## src/inc/mut_defines.vh

```
// constants for the modulo up timer
// Notes on behaviour
// - count register shows live count; writes to it are ignored
// - wrap limit zero means free run over full 8-bit range
// - any wrap limit write zeroes count and clears overflow flag, unless a wrap sets it in that cycle
// - reset: halted, count zero, limit zero, bus clock, divide by one
// - nonzero wrap limit while running gives modulo mode
// - source: bus clock, fixed-rate clock, tick pin rising or falling
// - source change while running keeps count
// - prescaler divides by 1 to 256 in powers of two
// - divide ratio change while running keeps count
// - wrap limit accepts any value 0x01 to 0xff
// - count up to limit, then roll to zero and continue
// - overflow flag sets on step from limit to zero
// - flag clears by status read while set, then writing zero
// - overflow between read and write cancels the clear
// - writing one to counter clear bit also clears flag, unless a wrap sets it in that cycle
// - interrupt request while flag set and enable is one
// - counter clear bit write-only, one zeroes count, reads zero
// - halt bit freezes count, clearing resumes; reset sets it
// - source codes: 00 bus, 01 fixed, 10 falling, 11 rising
// - divider codes 0 to 8 give 2**code; higher codes give 256
`ifndef MUT_DEFINES_VH
`define MUT_DEFINES_VH
`define MUT_ADDR_CTRL 12'h000
`define MUT_ADDR_CLK 12'h004
`define MUT_ADDR_TALLY 12'h008
`define MUT_ADDR_LIMIT 12'h00c
`define MUT_BIT_FLAG 7
`define MUT_BIT_IEN 6
`define MUT_BIT_CLR 5
`define MUT_BIT_HALT 4
`define MUT_SRC_LSB 4
`define MUT_SRC_MSB 5
`define MUT_DIV_MSB 3
`define MUT_SRC_BUS 2'h0
`define MUT_SRC_FIXED 2'h1
`define MUT_SRC_FALL 2'h2
`define MUT_SRC_RISE 2'h3
`define MUT_DIV_MAX 4'h8
`define MUT_ZERO8 8'h00
`define MUT_ONES8 8'hff
`endif

```

## src/core/mut_edge_sync.v

```verilog
// tick pin synchroniser and edge detector
`timescale 1ns/100ps
`default_nettype none
module mut_edge_sync (
  input wire clock,
  input wire rst_n,
  input wire pin,
  output reg rise,
  output reg fall
);
  reg meta;
  reg sync;
  reg last;
  // stages follow the pin through reset, so no false edge after it
  always @(posedge clock) begin
    meta <= pin;
    sync <= meta;
    last <= sync;
  end
  always @(posedge clock) begin
    if (!rst_n) begin
      rise <= 1'b0;
      fall <= 1'b0;
    end else begin
      rise <= sync & ~last;
      fall <= ~sync & last;
    end
  end
endmodule
`default_nettype wire

```

## src/core/mut_prescaler.v

```verilog
// nine-step power-of-two prescaler
`timescale 1ns/100ps
`default_nettype none
`include "mut_defines.vh"
module mut_prescaler (
  input wire clock,
  input wire rst_n,
  input wire src_tick,
  input wire [3:0] divider_select,
  output reg step
);
  reg [7:0] div_count;
  reg [7:0] mask;
  always @* begin
    if (divider_select > `MUT_DIV_MAX) begin
      mask = `MUT_ONES8;
    end else begin
      mask = (8'h01 << divider_select[2:0]) - 8'h01;
      if (divider_select[3]) begin
        mask = `MUT_ONES8;
      end
    end
  end
  // divider keeps running across ratio changes, count is untouched
  always @(posedge clock) begin
    if (!rst_n) begin
      div_count <= `MUT_ZERO8;
      step <= 1'b0;
    end else begin
      step <= src_tick && ((div_count & mask) == mask);
      if (src_tick) begin
        div_count <= div_count + 8'h01;
      end
    end
  end
endmodule
`default_nettype wire

```

## src/core/mut_timer.v

```verilog
// modulo up timer with apb register access
`timescale 1ns/100ps
`default_nettype none
`include "mut_defines.vh"
module mut_timer (
  input wire clock,
  input wire rst_n,
  input wire psel,
  input wire penable,
  input wire pwrite,
  input wire [11:0] paddr,
  input wire [31:0] pwdata,
  output reg [31:0] prdata,
  output reg pready,
  output reg pslverr,
  input wire fixed_rate_clock,
  input wire external_tick_pin,
  output reg overflow_irq
);
  //////////////////////////////////////////////////////////////////////
  // registers
  reg [7:0] current_tally;
  reg [7:0] wrap_limit;
  reg halt_bit;
  reg overflow_flag;
  reg overflow_irq_enable;
  reg [1:0] source_select;
  reg [3:0] divider_select;
  reg clear_armed;
  reg fixed_meta;
  reg fixed_sync;
  reg fixed_last;
  reg fixed_tick;
  wire tick_rise;
  wire tick_fall;
  wire step;
  reg src_tick;
  reg [7:0] next_tally;
  reg wrap_now;
  reg next_flag;
  reg next_armed;
  wire access;
  wire wr;
  wire rd;
  wire mapped;
  //////////////////////////////////////////////////////////////////////
  // source selection
  mut_edge_sync u_edge (
    .clock(clock),
    .rst_n(rst_n),
    .pin(external_tick_pin),
    .rise(tick_rise),
    .fall(tick_fall)
  );
  // stages follow the pin through reset, so no false edge after it
  always @(posedge clock) begin
    fixed_meta <= fixed_rate_clock;
    fixed_sync <= fixed_meta;
    fixed_last <= fixed_sync;
  end
  always @(posedge clock) begin
    if (!rst_n) begin
      fixed_tick <= 1'b0;
    end else begin
      fixed_tick <= fixed_sync & ~fixed_last;
    end
  end
  always @* begin
    case (source_select)
      `MUT_SRC_BUS: src_tick = 1'b1;
      `MUT_SRC_FIXED: src_tick = fixed_tick;
      `MUT_SRC_FALL: src_tick = tick_fall;
      `MUT_SRC_RISE: src_tick = tick_rise;
      default: src_tick = 1'b0;
    endcase
  end
  mut_prescaler u_pre (
    .clock(clock),
    .rst_n(rst_n),
    .src_tick(src_tick),
    .divider_select(divider_select),
    .step(step)
  );
  //////////////////////////////////////////////////////////////////////
  // apb decode, one wait-free access phase
  assign access = psel & penable;
  assign wr = access & pwrite;
  assign rd = access & ~pwrite;
  assign mapped = (paddr == `MUT_ADDR_CTRL) || (paddr == `MUT_ADDR_CLK) ||
    (paddr == `MUT_ADDR_TALLY) || (paddr == `MUT_ADDR_LIMIT);
  //////////////////////////////////////////////////////////////////////
  // counter and flag
  always @* begin
    next_tally = current_tally;
    wrap_now = 1'b0;
    if (!halt_bit && step) begin
      if (wrap_limit != `MUT_ZERO8 &&
          current_tally == wrap_limit) begin
        next_tally = `MUT_ZERO8;
        wrap_now = 1'b1;
      end else if (wrap_limit == `MUT_ZERO8 &&
          current_tally == `MUT_ONES8) begin
        next_tally = `MUT_ZERO8;
        wrap_now = 1'b1;
      end else begin
        next_tally = current_tally + 8'h01;
      end
    end
    next_armed = clear_armed;
    next_flag = overflow_flag;
    // arm only when the flag was really returned to software
    if (rd && paddr == `MUT_ADDR_CTRL && prdata[`MUT_BIT_FLAG]) begin
      next_armed = 1'b1;
    end
    if (wr && paddr == `MUT_ADDR_CTRL) begin
      if (pwdata[`MUT_BIT_CLR]) begin
        next_tally = `MUT_ZERO8;
        next_flag = 1'b0;
      end else if (!pwdata[`MUT_BIT_FLAG] && clear_armed) begin
        next_flag = 1'b0;
      end
      next_armed = 1'b0;
    end
    if (wr && paddr == `MUT_ADDR_LIMIT) begin
      next_tally = `MUT_ZERO8;
      next_flag = 1'b0;
      next_armed = 1'b0;
    end
    if (wrap_now) begin
      next_flag = 1'b1;
      next_armed = 1'b0;
    end
  end
  //////////////////////////////////////////////////////////////////////
  // register state
  always @(posedge clock) begin
    if (!rst_n) begin
      current_tally <= `MUT_ZERO8;
      wrap_limit <= `MUT_ZERO8;
      halt_bit <= 1'b1;
      overflow_flag <= 1'b0;
      overflow_irq_enable <= 1'b0;
      source_select <= `MUT_SRC_BUS;
      divider_select <= 4'h0;
      clear_armed <= 1'b0;
      overflow_irq <= 1'b0;
    end else begin
      current_tally <= next_tally;
      overflow_flag <= next_flag;
      clear_armed <= next_armed;
      overflow_irq <= next_flag & overflow_irq_enable;
      if (wr && paddr == `MUT_ADDR_CTRL) begin
        overflow_irq_enable <= pwdata[`MUT_BIT_IEN];
        halt_bit <= pwdata[`MUT_BIT_HALT];
      end
      if (wr && paddr == `MUT_ADDR_CLK) begin
        source_select <= pwdata[`MUT_SRC_MSB:`MUT_SRC_LSB];
        divider_select <= pwdata[`MUT_DIV_MSB:0];
      end
      if (wr && paddr == `MUT_ADDR_LIMIT) begin
        wrap_limit <= pwdata[7:0];
      end
    end
  end
  //////////////////////////////////////////////////////////////////////
  // apb answer
  always @(posedge clock) begin
    if (!rst_n) begin
      prdata <= 32'h0000_0000;
      pready <= 1'b0;
      pslverr <= 1'b0;
    end else begin
      pready <= psel & ~penable;
      pslverr <= psel & ~penable & ~mapped;
      prdata <= 32'h0000_0000;
      if (psel && !penable && !pwrite) begin
        case (paddr)
          `MUT_ADDR_CTRL: prdata <= {24'h000000, overflow_flag,
            overflow_irq_enable, 1'b0, halt_bit, 4'h0};
          `MUT_ADDR_CLK: prdata <= {24'h000000, 2'h0, source_select,
            divider_select};
          `MUT_ADDR_TALLY: prdata <= {24'h000000, current_tally};
          `MUT_ADDR_LIMIT: prdata <= {24'h000000, wrap_limit};
          default: prdata <= 32'h0000_0000;
        endcase
      end
    end
  end
endmodule
`default_nettype wire

```

## config.mk

```make
export PLATFORM = sky130hd
export DESIGN_NAME = mut_timer
export DESIGN_NICKNAME = d
export VERILOG_FILES = /design/src/core/mut_edge_sync.v /design/src/core/mut_prescaler.v /design/src/core/mut_timer.v
export VERILOG_INCLUDE_DIRS = /design/src /design/src/inc
export SDC_FILE = /design/constraint.sdc
export NUM_CORES = 1
export LEC_CHECK = 0
export BUFFER_PORTS_ARGS = -buffer_cell sky130_fd_sc_hd__buf_2
export CORE_MARGIN = 2
export CORE_UTILIZATION = 45
export DETAILED_ROUTE_END_ITERATION = 10
export PLACE_DENSITY = 0.72
export SYNTH_ARGS = -nofsm -noshare
export SYNTH_HDL_FRONTEND = slang
export SYNTH_HIERARCHICAL = 1
export SYNTH_SLANG_ARGS = --single-unit
```

## constraint.sdc

```tcl
create_clock -name clock -period 2.5 [get_ports clock]
set_input_delay 0.25 -clock clock [delete_from_list [all_inputs] [get_ports clock]]
set_output_delay 0.25 -clock clock [all_outputs]
set_load 0.02 [all_outputs]
```

-- After elaboration in Yosys (flattened, before gate mapping)
Cells that the tools add are included.
- $add $sub $neg: 3
- magnitude comparators: 1
- eq/ne operators: 9
- shifts and indexed selects: 1
- multiplexer cells: 17
- bitwise operators: 17
- reduce and logical (&&, ||, !) cells: 26
- operator list (cell ; number):
    8-bit two-way mux ; 7
    8-bit one-hot mux with 4 select lines ; 1
    12-bit by 4-bit equality test with 1-bit output (second input constant) ; 2
    8-bit by 1-bit adder with 8-bit output (second input constant) ; 2
    8-bit equality test ; 2
    12-bit by 3-bit equality test with 1-bit output (second input constant) ; 1
    1-bit logical AND ; 12
    12-bit logical NOT ; 1
    1-bit AND ; 9
    8-bit AND ; 1
    8-bit equality test (second input constant) ; 1
    8-bit logical NOT ; 1
    1-bit two-way mux ; 8
    8-bit nonzero test ; 1
    1-bit by 3-bit << shifter with 8-bit output (first input constant) ; 1
    8-bit by 1-bit subtractor with 8-bit output (second input constant) ; 1
    1-bit NOT ; 7
    2-bit equality test (second input constant) ; 2
    4-bit > comparator (second input constant) ; 1
    1-bit logical NOT ; 4
    1-bit one-hot mux with 4 select lines ; 1
    4-bit OR reduction ; 1
    1-bit logical OR ; 3
    2-bit by 1-bit equality test with 1-bit output (second input constant) ; 1
    3 further kinds ; 3
- register bits: 79
- bits of input ports: 51
- output and inout bits: 35
- word-level logic and storage cells: 97

-- Longest topological paths before layout
Gate-level depths: netlist of run 1.
- depth in word-level cells: 8
- gate-level depth with buffers: 6

-- Cells and area by module
The synthesis of run 1 kept the hierarchy.
- modules (own cells, without submodules) (module ; instances ; cells each ; area each (um2) ; seq. area each (um2)):
    mut_timer ; 1 ; 217 ; 2035.7 ; 820.8
    mut_prescaler ; 1 ; 51 ; 442.9 ; 180.2
    mut_edge_sync ; 1 ; 7 ; 117.6 ; 100.1

-- Worst setup path before layout of run 1
OpenSTA, ideal clock, no wires.
- path type: input to register
- start point: input paddr[5]
- end point: register overflow_flag
- arrival time: 1813 ps
- slack: 567 ps
- stages on the path: 5
- path through: or4_4 -> or4b_4 -> buf_6 -> o2111a_1 -> or2_1
- word-level cells in the longest chain between the ends: 5
- elaborated cells on any way between the ends: 7
- those cells by class: 1 x eq/ne; 3 x mux; 3 x reduce/logical
- RTL lines (what ; line ; RTL):
    from (decl) ; mut_timer.v:11 ; input wire [11:0] paddr,
    12-bit logical NOT ; n/a ;
    1-bit logical AND (no source line) ; n/a ;
    1-bit two-way mux ; mut_timer.v:115 ; if (wr && paddr == `MUT_ADDR_CTRL) begin
    1-bit two-way mux (*) ; mut_timer.v:124 ; if (wr && paddr == `MUT_ADDR_LIMIT) begin
    1-bit two-way mux (*) ; mut_timer.v:129 ; if (wrap_now) begin
    to (signal assigned) ; mut_timer.v:149 ; overflow_flag <= next_flag;
    to (decl) ; mut_timer.v:25 ; reg overflow_flag;
Mark *: on every way between the ends. The rest lies on a longest branch, timed or not.
A chain may end at the register's enable or synchronous reset.

-- Final worst setup path of run 1
- start point: register current_tally[0]
- end point: register clear_armed
- word-level cells in the longest chain between the ends: 6
- elaborated cells on any way between the ends: 8
- those cells by class: 2 x eq/ne; 3 x mux; 3 x reduce/logical
- RTL lines (what ; line ; RTL):
    from (decl) ; mut_timer.v:22 ; reg [7:0] current_tally;
    from (signal assigned) ; mut_timer.v:138 ; current_tally <= `MUT_ZERO8;
    from (signal assigned) ; mut_timer.v:148 ; current_tally <= next_tally;
    8-bit equality test (no source line) ; n/a ;
    1-bit logical AND (no source line) ; n/a ;
    1-bit two-way mux ; mut_timer.v:101 ; end else if (wrap_limit == `MUT_ZERO8 &&
    1-bit two-way mux (*) ; mut_timer.v:97 ; if (wrap_limit != `MUT_ZERO8 &&
    1-bit two-way mux (*) ; mut_timer.v:96 ; if (!halt_bit && step) begin
    4-bit OR reduction (no source line) (*) ; n/a ;
    to (signal assigned) ; mut_timer.v:150 ; clear_armed <= next_armed;
    to (decl) ; mut_timer.v:29 ; reg clear_armed;
Marks and branches as above.

==> results.py, run 1 <==
metrics = {
    "synth": {
        "synth-main-ff-cell": "dfxtp_1",
        "synth_area_leaders": "dfxtp_1, buf_4, mux2i_1",
        "yosysTopAreaCellShare_pct": 42.4,
        "synth_seq_area_share_pct": 42.4,
        "synth-edff-count": 0,
        "async_reset_ff_share_pct": 0,
        "synth_top_cell_by_area": "dfxtp_1",
        "synth_cell_types": 48,
        "syn_area_um2": 2600,
        "ys_warn_count": 6,
        "synth_cells": 275,
        "ys_seq_elements": 55,
        "syn-mean-instance-area_um2": 9.44,
    },
    "finish": {
        "area_growth_pct": 9.93,
        "layout.nets": 366,
        "regArea_um2": 1100,
        "fin_area_um2": 2850,
        "nFillCells": 553,
        "antenna_cells": 0,
        "stdcell_count": 385,
        "final_common_cell": "dfxtp_1",
        "drive_gt1_share_pct": 18.8,
        "multi_input_area_um2": 1350,
        "mostFrequentLayoutCells": "dfxtp_1, buf_2, conb_1",
    },
    "floorplan": {
        "die_y_um": 80.0,
        "die_w_um": 80.0,
        "coreArea_um2": 5540,
        "rows": 27,
        "dieArea_um2": 6390,
        "start_util_pct": 46.9,
        "ios": 86,
    },
    "sta": {
        "setup-violations-final": 0,
        "fin_ws_ns": 0.501,
        "worst_pin_slew_ns": 0.557,
        "report.final.slew_viol_count": 0,
        "hold_slack_ns": 0.0450,
        "slew_headroom_pct": 62.8,
        "timing.final.crit_share_pct": 80.0,
        "final.setup_skew_ns": 0.00741,
        "finalCriticalPeriod_ns": 2.00,
        "final-hold-violation-count": 0,
        "timing.setup.tns_ns": 0,
        "rsz0062_at_grt": "no",
        "fmax_mhz": 500,
    },
    "cts": {
        "clkSlewWorstSetupHoldPaths_ns": 0.09,
        "cts_tree": "built",
        "cts_hold_buf": 0,
        "cts_setup_buffers": 0,
        "clock-root-buffer": "clkbuf_8",
        "clock_sinks": 55,
        "clk_path_buf_depth": 2,
        "clkLatencyLatePin_ns": 0.30,
        "htree_levels": 2,
        "cts_resized": 0,
        "numCtsBuffers": 5,
    },
    "setup_path": {
        "timing.rr.end": "clear_armed$_SDFFE_PP0P_",
        "cp.required_ns": 2.67,
        "cp-start-kind": "flop",
        "cp-startpoint": "current_tally[0]$_SDFF_PP0_",
        "r2r_cells": 6,
        "critPathCapture": "clear_armed$_SDFFE_PP0P_",
        "cp-end-kind": "flop",
        "r2r_setup_slack_ns": 0.50,
        "r2r-start": "current_tally[0]$_SDFF_PP0_",
        "crit_arrival_ns": 2.17,
        "critical_path_peak_fanout": 6,
        "critical_path_class": "flop to flop",
    },
    "placement": {
        "gp_congestion": 0.823,
        "pre_cts_ws_ns": 0.298,
        "post_dp_cell_area_um2": 2750,
        "place_hpwl_um": 3610,
        "portBuffers": 37,
        "dp_cells": 378,
    },
    "pwr": {
        "power.density_nw_per_um2": 552,
        "peakVddDrop_uv": 339,
        "power_leakage_uw": 0.00129,
    },
    "hold_path": {
        "hold_path.class": "input pin to flop",
    },
    "drt": {
        "drt_wl_total_um": 4850,
        "dr.pass1.iters": 4,
        "drc": 0,
        "drtIter0Drc": 81,
        "post_drt_wl_per_cell_um": 12.6,
        "antenna_left": 0,
        "via_per_inst": 5.07,
        "vias": 1953,
    },
    "status": {
        "status": "completed",
    },
    "global_route": {
        "grt_usage_pct": 16.2,
        "grt_pass1_vias": 1860,
        "grt_antenna_before_repair": 0,
        "grt_overflow": 0,
        "grt_pass1_wl_um": 8300,
        "grt_max_degree": 16,
    },
    "run": {
        "cap_violations": 0,
    },
}
-- critical path, stage by stage, from the launching register on --
cell and delay [ns]:
dfxtp_1 0.46, ha_1 0.21, and3_1 0.18, and3_1 0.20, nand4_1 0.16, a21oi_1 0.52, nor4_1 0.13
-- per-layer routing --
layer / global-route usage [%] / vias up / part of all wire (%)
li1: - / 991 / -
met4: 3.90 / 0 / 0.83
met1: 20.7 / 927 / 47
met5: 0 / - / 0
met2: 27.8 / 29 / 49
met3: 3.62 / 6 / 3.1
-- state kept, by name, summed over array words and instances (netlist names), 2 cells and up --
register,count
current_tally,8
prdata,8
u_pre/div_count,8
wrap_limit,8
divider_select,4
source_select,2
-- Yosys cell counts (3+ instances only) --
cell type and instances:
inv_1 3, dfxtp_1 55, nor2_1 23, nand2b_1 3, nor3_1 8, a22oi_1 5
xor2_1 12, nor2b_1 16, and3b_1 3, a21oi_1 12, nand2_1 18, buf_4 26
mux2_2 5, a31oi_1 4, xnor2_1 5, mux2i_1 17, and3_1 4, nor4_1 4
o21ai_0 3, clkbuf_1 4, nand3_1 8, nand4_1 5
-- power breakdown --
part | internal, uW | switching [uW] | total (uW)
clock | 294 | 267 | 561
combinational | 37.6 | 73.9 | 112
sequential | 890 | 12.0 | 902
-- area by class of cell --
| cell class | instances | area share (%) |
|---|---|---|
| Inverter | 3 | 0.395 |
| Clock buffer | 6 | 2.54 |
| Tap cell | 72 | 3.16 |
| Timing Repair Buffer | 39 | 7.01 |
| Sequential cell | 55 | 38.6 |
| Multi-Input combinational cell | 209 | 47.3 |
| Clock inverter | 1 | 1.05 |
-- through the flow --
stage,power (uW),util (%)
floorplan,1020,-
global placement,1030,49.7
detailed placement,1030,49.7
CTS,1590,51.5
global route,1650,51.5
finish,1570,51.5
-- how the worst min path moves through the flow --
stage / start / slack, ns / cells past startpoint / endpoint
6_report: external_tick_pin / 0.05 / 1 / u_edge/meta$_DFF_P_
3_3_place_gp: fixed_meta$_DFF_P_ / 0.31 / 0 / fixed_sync$_DFF_P_
3_5_place_dp: fixed_meta$_DFF_P_ / 0.31 / 0 / fixed_sync$_DFF_P_
2_1_floorplan: fixed_rate_clock / 0.28 / 0 / fixed_meta$_DFF_P_
5_1_grt: external_tick_pin / 0.03 / 1 / u_edge/meta$_DFF_P_
4_1_cts: external_tick_pin / 0.04 / 1 / u_edge/meta$_DFF_P_
-- cells by family after synthesis --
| logic type | share of synthesized area, % |
|---|---|
| flops | 42.4 |
| other cells | 0.144 |
| mux | 9.59 |
| simple gates | 23.8 |
| xor+xnor | 5.73 |
| buf+inv | 8.96 |
| compound gates | 8.43 |
| fa+ha+maj | 0.964 |
(Power assumes the default switching activity.)
==> run 2: changes to the inputs <==
--- a/config.mk
+++ b/config.mk
@@ -10,7 +10,7 @@
 export CORE_MARGIN = 2
 export CORE_UTILIZATION = 45
 export DETAILED_ROUTE_END_ITERATION = 10
-export PLACE_DENSITY = 0.72
+export PLACE_DENSITY = 0.75
 export SYNTH_ARGS = -nofsm -noshare
 export SYNTH_HDL_FRONTEND = slang
 export SYNTH_HIERARCHICAL = 1
==> constraint.sdc (replaced) <==
create_clock -name clock -period 1.7 [get_ports clock]
set_input_delay 0.17 -clock clock [delete_from_list [all_inputs] [get_ports clock]]
set_output_delay 0.17 -clock clock [all_outputs]
set_load 0.02 [all_outputs]
==> results.py, run 2 (synthesis results as in run 1) <==
metrics = {
    "status": {
        "status": "completed",
    },
    "sta": {
        "fmax_mhz": 615,
        "rsz0062_at_grt": "yes",
        "final-hold-violation-count": 0,
        "finalCriticalPeriod_ns": 1.63,
        "timing.final.crit_share_pct": 95.7,
        "report.final.slew_viol_count": 0,
        "setup-violations-final": 0,
        "final.setup_skew_ns": 0.00929,
        "hold_slack_ns": 0.112,
    },
    "cts": {
        "clk_path_buf_depth": 2,
        "clock_sinks": 55,
        "cts_tree": "built",
        "htree_levels": 2,
        "numCtsBuffers": 5,
        "cts_setup_buffers": 0,
        "clkSlewWorstSetupHoldPaths_ns": 0.09,
        "clkLatencyLatePin_ns": 0.31,
        "clock-root-buffer": "clkbuf_8",
    },
    "finish": {
        "fin_area_um2": 3090,
        "layout.nets": 392,
        "drive_gt1_share_pct": 29.1,
        "multi_input_area_um2": 1380,
        "mostFrequentLayoutCells": "dfxtp_1, buf_2, buf_4",
        "stdcell_count": 412,
        "regArea_um2": 1110,
        "antenna_cells": 0,
        "final_common_cell": "dfxtp_1",
        "utilization_pct": 55.7,
        "nFillCells": 533,
        "area_growth_pct": 18.9,
    },
    "placement": {
        "gp_congestion": 0.851,
        "dp_cells": 402,
        "post_dp_cell_area_um2": 2930,
        "portBuffers": 37,
        "place_hpwl_um": 4040,
    },
    "global_route": {
        "grt_antenna_before_repair": 0,
        "grt_usage_pct": 17.3,
        "grt_pass1_wl_um": 8560,
        "grt_overflow": 0,
        "grt_max_degree": 25,
        "grt_pass1_vias": 1904,
    },
    "setup_path": {
        "crit_arrival_ns": 1.82,
        "path_cells": "buf_2, or4_4, or4b_4, nand2_1, a21o_1, nor3_1",
        "critical_path_class": "input pin to flop",
        "cp-end-kind": "flop",
        "cp.required_ns": 1.89,
        "cp-start-kind": "input pin",
        "worst_path_max_delay_cell": "or4_4",
        "cp_slowest_stage_delay_ns": 0.56,
        "critical_path_peak_fanout": 8,
    },
    "run": {
        "cap_violations": 0,
    },
    "pwr": {
        "power.density_nw_per_um2": 730,
        "power_leakage_uw": 0.00141,
        "p_total_uw": 2250,
        "peakVddDrop_uv": 516,
    },
    "hold_path": {
        "hold_path.class": "input pin to flop",
    },
    "floorplan": {
        "ios": 86,
        "dieArea_um2": 6390,
        "coreArea_um2": 5540,
        "rows": 27,
        "die_w_um": 80.0,
        "start_util_pct": 46.9,
        "die_y_um": 80.0,
    },
    "drt": {
        "via_per_inst": 4.91,
        "drt_wl_total_um": 5310,
        "post_drt_wl_per_cell_um": 12.9,
        "drtIter0Drc": 78,
        "drc": 0,
        "antenna_left": 0,
        "vias": 2023,
        "dr.pass1.iters": 5,
    },
}
==> run 2: cell type report <==
type	count	share of cell area, %
inverters	3	0.365
well taps	72	2.92
flip-flops and latches	55	36.0
clock inverters	1	0.284
multi-input cells	209	44.7
repair buffers	65	13.0
clock buffers	7	2.80
==> run 2: through the flow <==
step / TNS [ns] / setup slack, ns
finish: 0 / 0.0732
global route: -0.233 / -0.0650
CTS: 0 / 0.0325
detailed placement: -4.01 / -0.244
global placement: -3.20 / -0.205
floorplan: -0.374 / -0.134
==> run 2: timing repair <==
action,CTS,global route
resized for setup,1,14
pin swaps,0,4
cloned,0,0
setup endpoints to repair,4,7
hold buffers,2,0
hold endpoints to repair,2,0
==> run 2: where the power goes <==
part	total (uW)	internal, uW	switching [uW]
combinational	177	64.6	112
clock	749	335	415
sequential	1330	1310	18.2
total	2250	1710	545
==> run 2: path summary, 6_finish.rpt <==
check,startpoint,endpoint,depth (start not counted),slack (ns)
setup reg to reg,wrap_limit[2]$_SDFFE_PN0P_,current_tally[7]$_SDFF_PP0_,6,0.08
setup / recovery,paddr[5],current_tally[2]$_SDFF_PP0_,6,0.07
hold reg to reg,fixed_meta$_DFF_P_,fixed_sync$_DFF_P_,0,0.33
hold / removal,pwdata[4],halt_bit$_SDFFE_PN1N_,3,0.11
==> run 2: critical path, delay by kind of cell <==
kind	cells	cell delay, ns
AO/OA/AOI/OAI	1	0.26
buffers and inverters	1	0.10
AND/OR/NAND/NOR	4	1.29
==> run 2: layer usage <==
layer  track usage, %  vias to the layer above  part of all wire, %
met1             21.3                      941                   45
met4             4.75                        0                  1.3
met3             5.20                       11                  3.3
met2             29.1                       35                   50
met5                0                        -                    0
li1                 -                     1036                    -
